[config.mk]
export PLATFORM = sky130hd
export DESIGN_NAME = fbmc_host
export DESIGN_NICKNAME = d
export VERILOG_FILES = /design/src/fbmc_pkg.sv /design/src/fbmc_cyc_if.sv /design/src/fbmc_host.sv /design/src/fbmc_pin_engine.sv
export VERILOG_INCLUDE_DIRS = /design/src
export SDC_FILE = /design/constraint.sdc
export NUM_CORES = 1
export LEC_CHECK = 0
export ABC_AREA = 1
export BUFFER_PORTS_ARGS = -buffer_cell sky130_fd_sc_hd__buf_2
export CAP_MARGIN = 20
export CORE_MARGIN = 2
export CORE_UTILIZATION = 55
export CTS_CLUSTER_SIZE = 10
export DETAILED_ROUTE_END_ITERATION = 6
export PLACE_DENSITY = 0.78
export SLEW_MARGIN = 5
export SYNTH_ARGS = -nofsm -noshare
export SYNTH_HDL_FRONTEND = slang
export SYNTH_HIERARCHICAL = 1
export SYNTH_SLANG_ARGS = --single-unit
[constraint.sdc]
create_clock -name clk_sys -period 2.5 [get_ports clk_sys]
set_input_delay 0.25 -clock clk_sys [delete_from_list [all_inputs] [get_ports clk_sys]]
set_output_delay 0.25 -clock clk_sys [all_outputs]
set_load 0.02 [all_outputs]
[src/fbmc_defines.svh]
// constants for the flash bus mode controller
`ifndef FBMC_DEFINES_SVH
`define FBMC_DEFINES_SVH
`define FBMC_CMD_READ_ARRAY   8'hFF
`define FBMC_CMD_READ_ID      8'h90
`define FBMC_CMD_READ_STATUS  8'h70
`define FBMC_CMD_CLEAR_STATUS 8'h50
`define FBMC_CMD_ERASE_SETUP  8'h20
`define FBMC_CMD_CONFIRM      8'hD0
`define FBMC_CMD_PROGRAM      8'h40
`define FBMC_CMD_SUSPEND      8'hB0
`define FBMC_CMD_RESUME       8'hD0
`define FBMC_T_SETUP_NS       40
`define FBMC_T_STROBE_NS      60
`define FBMC_T_ACCESS_NS      90
`define FBMC_T_RESET_NS       100
`define FBMC_T_WAKE_NS        1000
`define FBMC_SYNC_STAGES      2
`define FBMC_CLK_NS           8
`define FBMC_CYC(ns) (((ns) + `FBMC_CLK_NS - 1) / `FBMC_CLK_NS)
`define FBMC_STAT_READY_BIT   7
`endif

[src/fbmc_pkg.sv]
// types for the flash bus mode controller
package fbmc_pkg;
   typedef enum logic [2:0]
   {
      FBMC_OP_READ,
      FBMC_OP_READ_ARRAY,
      FBMC_OP_READ_ID,
      FBMC_OP_READ_STATUS,
      FBMC_OP_ERASE,
      FBMC_OP_PROGRAM,
      FBMC_OP_SUSPEND,
      FBMC_OP_RESUME
   } fbmc_op_t;
   typedef enum logic [1:0]
   {
      FBMC_RS_ARRAY,
      FBMC_RS_ID,
      FBMC_RS_STATUS
   } fbmc_src_t;
endpackage

[src/fbmc_cyc_if.sv]
// bus cycle request and answer between the sequencer and the pin engine
`timescale 1ns/1ps
`default_nettype none
interface fbmc_cyc_if;
   logic        req;    // one bus cycle wanted
   logic        write;  // write cycle, else read
   logic [17:0] addr;   // word address
   logic [15:0] wdata;  // write data
   logic        done;   // cycle finished pulse
   logic [15:0] rdata;  // captured read data
   modport master (output req, output write, output addr, output wdata,
                   input done, input rdata);
   modport engine (input req, input write, input addr, input wdata,
                   output done, output rdata);
endinterface
`default_nettype wire

[src/fbmc_host.sv]
// host-side controller for an asynchronous boot-block flash
`timescale 1ns/1ps
`default_nettype none
`include "fbmc_defines.svh"
// Contract
// - host reads with select, oe low, we high
// - erase and program need two writes
// - issue array read after operation completes
// - write matching read-mode command before reading
module fbmc_host
   import fbmc_pkg::*;
#(
   parameter int WAKE_CYC = `FBMC_CYC(`FBMC_T_WAKE_NS)
)
(
   input  wire logic        clk_sys,
   input  wire logic        nrst,
   input  wire logic        cmdValid,    // user request strobe
   output logic             cmdReady,    // request accepted
   input  wire fbmc_op_t    cmdOp,
   input  wire logic [17:0] cmdAddr,
   input  wire logic [15:0] cmdData,
   input  wire logic        protectBoot, // wanted write-protect level
   input  wire logic        powerDown,   // request deep power-down
   output logic             rspValid,    // answer pulse
   output logic [15:0]      rspData,
   output fbmc_src_t        readSource,  // mode the device is in now
   output logic             busyFlag,    // synchronised busy from device
   output logic             chipSel_n,
   output logic             outEn_n,
   output logic             writeEn_n,
   output logic             writeProt_n,
   output logic             reset_powerdown_n,
   output logic [17:0]      addrOut,
   output logic [15:0]      data_lines_o,
   output logic             data_lines_oe_n,
   input  wire logic [15:0] data_lines_i,
   input  wire logic        ready_busy_n
);
   localparam int RESET_CYC = `FBMC_CYC(`FBMC_T_RESET_NS);
   typedef enum logic [2:0] {FBMC_H_PDOWN, FBMC_H_WAKE, FBMC_H_IDLE, FBMC_H_CYC1,
      FBMC_H_CYC2, FBMC_H_ANSWER} fbmc_hst_t;

   fbmc_cyc_if cyc ();
   fbmc_hst_t   st_r, st_nxt;
   logic [15:0] cnt_r, cnt_nxt;      // power-down and wake timer
   fbmc_op_t    op_r, op_nxt;
   logic [17:0] ad_r, ad_nxt;
   logic [15:0] wd_r, wd_nxt;
   fbmc_src_t   src_r, src_nxt;
   logic        rst_r, rst_nxt;      // reset/power-down pin level
   logic        rspV_r, rspV_nxt;
   logic [15:0] rspD_r, rspD_nxt;
   logic        wp_r;
   logic [1:0]  rbSync_r;            // two flops on ready/busy
   logic [15:0] dqS1_r, dqS2_r;      // two flops on the data lines
   logic        cycReq, cycWr;
   logic [17:0] cycAd;
   logic [15:0] cycWd;

   fbmc_pin_engine u_engine (
      .clk_sys   (clk_sys),
      .nrst      (nrst),
      .cyc       (cyc.engine),
      .dqSync    (1'b0),
      .dqIn      (dqS2_r),
      .chipSel_n (chipSel_n),
      .outEn_n   (outEn_n),
      .writeEn_n (writeEn_n),
      .addrOut   (addrOut),
      .dqOut     (data_lines_o),
      .dqOe_n    (data_lines_oe_n)
   );
   assign cyc.req = cycReq;
   assign cyc.write = cycWr;
   assign cyc.addr = cycAd;
   assign cyc.wdata = cycWd;

   // synchronise device outputs before any logic reads them
   always_ff @(posedge clk_sys or negedge nrst)
   begin
      if (!nrst)
      begin
         rbSync_r <= 2'b11;               // idle pin level, no false busy after reset
         dqS1_r <= 16'h0000;
         dqS2_r <= 16'h0000;
         wp_r <= 1'b0;
      end
      else
      begin
         rbSync_r <= {rbSync_r[0], ready_busy_n};
         dqS1_r <= data_lines_i;
         dqS2_r <= dqS1_r;
         wp_r <= protectBoot;
      end
   end
   // low ready/busy means erase or program in progress
   assign busyFlag = !rbSync_r[1];

   // sequencer next state
   always_comb
   begin
      st_nxt = st_r;
      cnt_nxt = cnt_r;
      op_nxt = op_r;
      ad_nxt = ad_r;
      wd_nxt = wd_r;
      src_nxt = src_r;
      rst_nxt = rst_r;
      rspV_nxt = 1'b0;
      rspD_nxt = rspD_r;
      cmdReady = 1'b0;
      cycReq = 1'b0;
      cycWr = 1'b1;
      cycAd = ad_r;
      cycWd = wd_r;
      unique case (st_r)
         FBMC_H_PDOWN:
         begin
            // reset low for at least the minimum time
            rst_nxt = 1'b0;
            if (cnt_r != 16'h0000)
               cnt_nxt = cnt_r - 16'h0001;
            else if (!powerDown)
            begin
               rst_nxt = 1'b1;
               cnt_nxt = 16'(WAKE_CYC);
               st_nxt = FBMC_H_WAKE;
            end
         end
         FBMC_H_WAKE:
         begin
            // device comes back in array read mode
            src_nxt = FBMC_RS_ARRAY;
            if (cnt_r == 16'h0000)
               st_nxt = FBMC_H_IDLE;
            else
               cnt_nxt = cnt_r - 16'h0001;
         end
         FBMC_H_IDLE:
         begin
            if (powerDown)
            begin
               cnt_nxt = 16'(RESET_CYC);
               st_nxt = FBMC_H_PDOWN;
            end
            else if (cmdValid)
            begin
               cmdReady = 1'b1;
               op_nxt = cmdOp;
               ad_nxt = cmdAddr;
               wd_nxt = cmdData;
               st_nxt = FBMC_H_CYC1;
            end
         end
         FBMC_H_CYC1:
         begin
            cycReq = 1'b1;
            unique case (op_r)
               // reads need no supply level the engine drives select
               FBMC_OP_READ:        cycWr = 1'b0;
               FBMC_OP_READ_ARRAY:  cycWd = 16'(`FBMC_CMD_READ_ARRAY);
               FBMC_OP_READ_ID:     cycWd = 16'(`FBMC_CMD_READ_ID);
               FBMC_OP_READ_STATUS: cycWd = 16'(`FBMC_CMD_READ_STATUS);
               FBMC_OP_ERASE:       cycWd = 16'(`FBMC_CMD_ERASE_SETUP);
               FBMC_OP_PROGRAM:     cycWd = 16'(`FBMC_CMD_PROGRAM);
               FBMC_OP_SUSPEND:     cycWd = 16'(`FBMC_CMD_SUSPEND);
               FBMC_OP_RESUME:      cycWd = 16'(`FBMC_CMD_RESUME);
            endcase
            if (cyc.done)
            begin
               // track the read source the device now uses
               if (op_r == FBMC_OP_READ_ARRAY)
                  src_nxt = FBMC_RS_ARRAY;
               if (op_r == FBMC_OP_READ_ID)
                  src_nxt = FBMC_RS_ID;
               // device answers status after setup
               // supply or protect refusals are not flagged in status; busyFlag just stays low
               if (op_r == FBMC_OP_ERASE || op_r == FBMC_OP_PROGRAM ||
                   op_r == FBMC_OP_READ_STATUS || op_r == FBMC_OP_SUSPEND)
                  src_nxt = FBMC_RS_STATUS;
               rspD_nxt = cyc.rdata;
               if (op_r == FBMC_OP_ERASE || op_r == FBMC_OP_PROGRAM)
                  st_nxt = FBMC_H_CYC2;
               else
                  st_nxt = FBMC_H_ANSWER;
            end
         end
         FBMC_H_CYC2:
         begin
            // second write: confirm erase or program data
            cycReq = 1'b1;
            cycWd = (op_r == FBMC_OP_ERASE) ? 16'(`FBMC_CMD_CONFIRM) : wd_r;
            if (cyc.done)
               st_nxt = FBMC_H_ANSWER;
         end
         FBMC_H_ANSWER:
         begin
            rspV_nxt = 1'b1;
            st_nxt = FBMC_H_IDLE;
         end
      endcase
   end

   // register sequencer state
   always_ff @(posedge clk_sys or negedge nrst)
   begin
      if (!nrst)
      begin
         st_r <= FBMC_H_PDOWN;
         cnt_r <= 16'(RESET_CYC);
         op_r <= FBMC_OP_READ;
         ad_r <= 18'h00000;
         wd_r <= 16'h0000;
         src_r <= FBMC_RS_ARRAY;
         rst_r <= 1'b0;
         rspV_r <= 1'b0;
         rspD_r <= 16'h0000;
      end
      else
      begin
         st_r <= st_nxt;
         cnt_r <= cnt_nxt;
         op_r <= op_nxt;
         ad_r <= ad_nxt;
         wd_r <= wd_nxt;
         src_r <= src_nxt;
         rst_r <= rst_nxt;
         rspV_r <= rspV_nxt;
         rspD_r <= rspD_nxt;
      end
   end

   assign reset_powerdown_n = rst_r;
   // protect low locks boot blocks in the device
   assign writeProt_n = wp_r;
   assign rspValid = rspV_r;
   assign rspData = rspD_r;
   assign readSource = src_r;
endmodule
`default_nettype wire

[src/fbmc_pin_engine.sv]
// pin engine: one asynchronous flash read or write strobe cycle
`timescale 1ns/1ps
`default_nettype none
`include "fbmc_defines.svh"
module fbmc_pin_engine
   import fbmc_pkg::*;
(
   input  wire logic    clk_sys,
   input  wire logic    nrst,
   fbmc_cyc_if.engine   cyc,
   input  wire logic    dqSync,     // unused, tied low by the host; dqIn carries the synchronised data_lines
   input  wire logic [15:0] dqIn,
   output logic         chipSel_n,
   output logic         outEn_n,
   output logic         writeEn_n,
   output logic [17:0]  addrOut,
   output logic [15:0]  dqOut,
   output logic         dqOe_n
);
   localparam int SETUP = `FBMC_CYC(`FBMC_T_SETUP_NS);
   localparam int STROBE = `FBMC_CYC(`FBMC_T_STROBE_NS);
   localparam int ACCESS = `FBMC_CYC(`FBMC_T_ACCESS_NS) + `FBMC_SYNC_STAGES; // plus sync delay
   typedef enum logic [1:0] {FBMC_PE_IDLE, FBMC_PE_SETUP, FBMC_PE_STROBE, FBMC_PE_HOLD}
      fbmc_pe_t;
   fbmc_pe_t    st_r, st_nxt;
   logic [7:0]  cnt_r, cnt_nxt;
   logic        wr_r, wr_nxt;
   logic [15:0] rd_r, rd_nxt;
   logic [17:0] ad_r, ad_nxt;
   logic [15:0] wd_r, wd_nxt;
   logic        selN_r, selN_nxt;     // select pin, from a flop so it cannot glitch
   logic        oeN_r, oeN_nxt;       // output enable pin
   logic        weN_r, weN_nxt;       // write strobe pin, a glitch here would write
   logic        driveN_r, driveN_nxt; // our data driver enable

   // next state of one strobe cycle
   always_comb
   begin
      st_nxt = st_r;
      cnt_nxt = cnt_r;
      wr_nxt = wr_r;
      rd_nxt = rd_r;
      ad_nxt = ad_r;
      wd_nxt = wd_r;
      cyc.done = 1'b0;
      unique case (st_r)
         FBMC_PE_IDLE:
         begin
            if (cyc.req)
            begin
               // address and data held by us for the whole cycle
               ad_nxt = cyc.addr;
               wd_nxt = cyc.wdata;
               wr_nxt = cyc.write;
               cnt_nxt = 8'(SETUP);
               st_nxt = FBMC_PE_SETUP;
            end
         end
         FBMC_PE_SETUP:
         begin
            if (cnt_r == 8'h00)
            begin
               cnt_nxt = wr_r ? 8'(STROBE) : 8'(ACCESS);
               st_nxt = FBMC_PE_STROBE;
            end
            else
               cnt_nxt = cnt_r - 8'h01;
         end
         FBMC_PE_STROBE:
         begin
            if (cnt_r == 8'h00)
            begin
               // device latches on the write strobe rising edge
               if (!wr_r)
                  rd_nxt = dqIn;
               cnt_nxt = 8'(SETUP);
               st_nxt = FBMC_PE_HOLD;
            end
            else
               cnt_nxt = cnt_r - 8'h01;
         end
         FBMC_PE_HOLD:
         begin
            // recovery so the device floats before the next cycle
            if (cnt_r == 8'h00)
            begin
               cyc.done = 1'b1;
               st_nxt = FBMC_PE_IDLE;
            end
            else
               cnt_nxt = cnt_r - 8'h01;
         end
      endcase
      // strobes decoded from the next state, so pins leave flops glitch free
      selN_nxt = (st_nxt == FBMC_PE_IDLE);
      oeN_nxt = !(st_nxt == FBMC_PE_STROBE && !wr_nxt);
      weN_nxt = !(st_nxt == FBMC_PE_STROBE && wr_nxt);
      driveN_nxt = !(wr_nxt && st_nxt != FBMC_PE_IDLE);
   end

   // register the cycle state
   always_ff @(posedge clk_sys or negedge nrst)
   begin
      if (!nrst)
      begin
         st_r <= FBMC_PE_IDLE;
         cnt_r <= 8'h00;
         wr_r <= 1'b0;
         rd_r <= 16'h0000;
         ad_r <= 18'h00000;
         wd_r <= 16'h0000;
         selN_r <= 1'b1;
         oeN_r <= 1'b1;
         weN_r <= 1'b1;
         driveN_r <= 1'b1;
      end
      else
      begin
         st_r <= st_nxt;
         cnt_r <= cnt_nxt;
         wr_r <= wr_nxt;
         rd_r <= rd_nxt;
         ad_r <= ad_nxt;
         wd_r <= wd_nxt;
         selN_r <= selN_nxt;
         oeN_r <= oeN_nxt;
         weN_r <= weN_nxt;
         driveN_r <= driveN_nxt;
      end
   end

   // read: select and output enable low, write strobe high
   assign chipSel_n = selN_r;
   assign outEn_n = oeN_r;
   assign writeEn_n = weN_r;
   // drive data only around a write, never with output enable low
   assign dqOe_n = driveN_r;
   assign addrOut = ad_r;
   assign dqOut = wd_r;
   assign cyc.rdata = rd_r;
   logic unusedSync;
   assign unusedSync = dqSync;
endmodule
`default_nettype wire

==> results.yml <==
run_status:
  outcome: "finished, final reports clean"
flow_run:
  cap_violations: 0
timing:
  setup_viol: 0
  fin_crit_sh: 0.9096
  finalHoldViolations: 0
  fin_skew_ns: 0.01459
  max_slew_margin: 0.5970
  tns_ns: 0
  setup_slack_ns: 0.2260
  period_needed_ns: 2.274
  rsz0062_at_grt: "false"
  slew_viol_final: 0
  holdWs_ns: 0.01897
  worstMarginPinSlew_ns: 0.5999
  fmax_ghz: 0.4398
die:
  fp.dieH_microns: 121.7
  start_util: 0.5557
  die_w_microns: 121.7
  std_cell_rows: 43
  core-area_sq_um: 13720
  dieArea_sq_um: 14820
  ioPinCount: 120
synthesis:
  yosysWarnings: 6
  syn_area_sq_um: 7624
  syn_area_per_cell_sq_um: 9.054
  syn-num-nets: 907
  netlist_instances: 842
setup_path:
  required_ns: 2.25
  end_kind: "output pin"
  worstPathMaxFanout: 19
  cp.arrival_ns: 2.02
  reg2reg_slack_ns: 0.50
  reg2regPathDepth: 8
  cp-startpoint: "st_r[2]$_DFFE_PN0P_"
  r2r_end: "u_engine/dqOut[5]$_DFFE_PN0P_"
  startpoint_type: "register"
  reg2reg_from: "st_r[1]$_DFFE_PN0P_"
  crit_type: "reg -> out"
final_layout:
  drive_above_1_share: 0.2485
  fill_cells: 1096
  utilization: 0.6736
  syn_to_final_growth_pct: 21.22
  fin_cells: 1183
  fin_nets: 1054
global_routing:
  grt_usage: 0.2323
  antenna_found_initial: 0
  grt_max_degree: 59
  grt_pass1_vias: 5788
  grt_pass1_wl_microns: 27050
  grt_overflow: 0
detailed_routing:
  dr_total_vias: 5916
  wirelength_microns: 15790
  drt_drc_violations_left: 0
  ant_nets: 0
  wl_per_cell_microns: 13.35
  first_pass_iters: 5
  avgViaCountPerCell: 5.001
  drt_iter0_drc: 394
placed_design:
  portBuffers: 119
  routabilityCongestion: 0.8845
  post-dp-hpwl_microns: 10510
  dpl.cell_count: 1130
  post-place-ws_ns: 0.5573
hold_path:
  hold_end: "ad_r[8]$_DFFE_PN0P_"
  worstHoldPathCells: 3
  worstHoldStart: "cmdAddr[8]"
  hold_path.class: "in -> reg"
clocking:
  cts_tree: "done"
  postCtsSetupBuffers: 0
  numCtsBuffers: 17
  clk-insertion-delay-late_ns: 0.43
  cts_sinks: 176
  clk_path_buf_depth: 2
  cts-root-buf: "clkbuf_16"
  htreeDepth: 4
  clk_pin_slew_worst_paths_ns: 0.07
power:
  power_per_cell_area_nw_per_um2: 1147
  sw_frac_of_total: 0.3858
  combPwrFrac: 0.343
  p_int_w: 0.006510
  ir_worst_vdd_v: 0.0006154
  p_clk_frac: 0.255
  sequentialPowerShare: 0.403
  p_leak_nw: 5.041
  switchingPower_w: 0.004090
[per-stage QoR]
| stage | cell area, sq um | total power, W |
|---|---|---|
| 2_1_floorplan | 7624 | 0.006836 |
| 3_3_place_gp | 8433 | 0.007770 |
| 3_5_place_dp | 8433 | 0.007873 |
| 4_1_cts | 9239 | 0.01066 |
| 5_1_grt | 9239 | 0.01140 |
| 6_report | 9241 | 0.01060 |
[repair_timing]
item                                   4_1_cts  5_1_grt
endpoints found under the hold margin       74        0
hold buffers                                20        0
resized for setup                            0        0
[worst max-delay path: stages (launching register included)]
cell     delay, ns
dfrtp_1       0.41
inv_1         0.16
nand3_1       0.16
nor2_2        0.19
nand2_1       0.14
inv_2         0.31
buf_2         0.24
[layer usage]
layer	routed length, microns	vias to the layer above	GRT usage
met4	252	0	0.08693
met3	723	23	0.04869
met5	0	-	0
li1	-	2928	-
met1	6813	2822	0.3101
met2	7999	143	0.3782
[flip-flops by register name (all words and copies together) (netlist names), 2 cells and up]
| name | flops |
|---|---|
| ad_r | 18 |
| dqS2_r | 16 |
| rbSync_r | 2 |
| u_engine/st_r | 2 |
| op_r | 3 |
| u_engine/cyc.rdata | 16 |
| u_engine/addrOut | 18 |
| u_engine/dqOut | 16 |
| u_engine/cnt_r | 8 |
| dqS1_r | 16 |
| rspData | 16 |
| st_r | 3 |
| readSource | 2 |
| wd_r | 16 |
| cnt_r | 16 |
[power by group through the flow]
stage | clock network, W | registers, W | logic (W)
after CTS | 0.00275 | 0.00426 | 0.00364
after detailed placement | 0 | 0.00429 | 0.00359
final | 0.00270 | 0.00427 | 0.00363
after global placement | 0 | 0.00427 | 0.00350
after floorplan | 0 | 0.00452 | 0.00232
after global routing | 0.00287 | 0.00437 | 0.00416
[layout make-up]
type / instances / area [sq um] / share of cell area
clock buffer: 18 / 429.2 / 0.04644
clock inverter: 14 / 176.4 / 0.01909
timing repair buffer: 147 / 912.1 / 0.09870
sequential: 176 / 4415 / 0.4778
multi-input combinational: 561 / 2758 / 0.2984
antenna: 1 / 2.502 / 0.0002708
tap: 180 / 225.2 / 0.02437
inverter: 86 / 322.8 / 0.03493
[placed cells by master (no fill, tap or decap), drive strengths merged, types with 16 or more instances in the layout]
cell type	n
inv	92
o21ai	64
nand2	325
nand3	34
dfrtp	167
dlygate4sd3	20
clkbuf	18
mux2	16
buf	127
nor2	79
[worst max-delay path by stage]
stage	endpoint	slack [ns]	depth (start not counted)
2_1_floorplan	rspData[10]$_DFFE_PN0P_	0.73	9
4_1_cts	cmdReady	0.22	6
6_report	cmdReady	0.23	6
3_3_place_gp	u_engine/dqOut[5]$_DFFE_PN0P_	0.60	8
5_1_grt	cmdReady	0.10	6
3_5_place_dp	readSource[1]$_DFFE_PN0P_	0.56	11
Power figures use the tool's default switching activity.
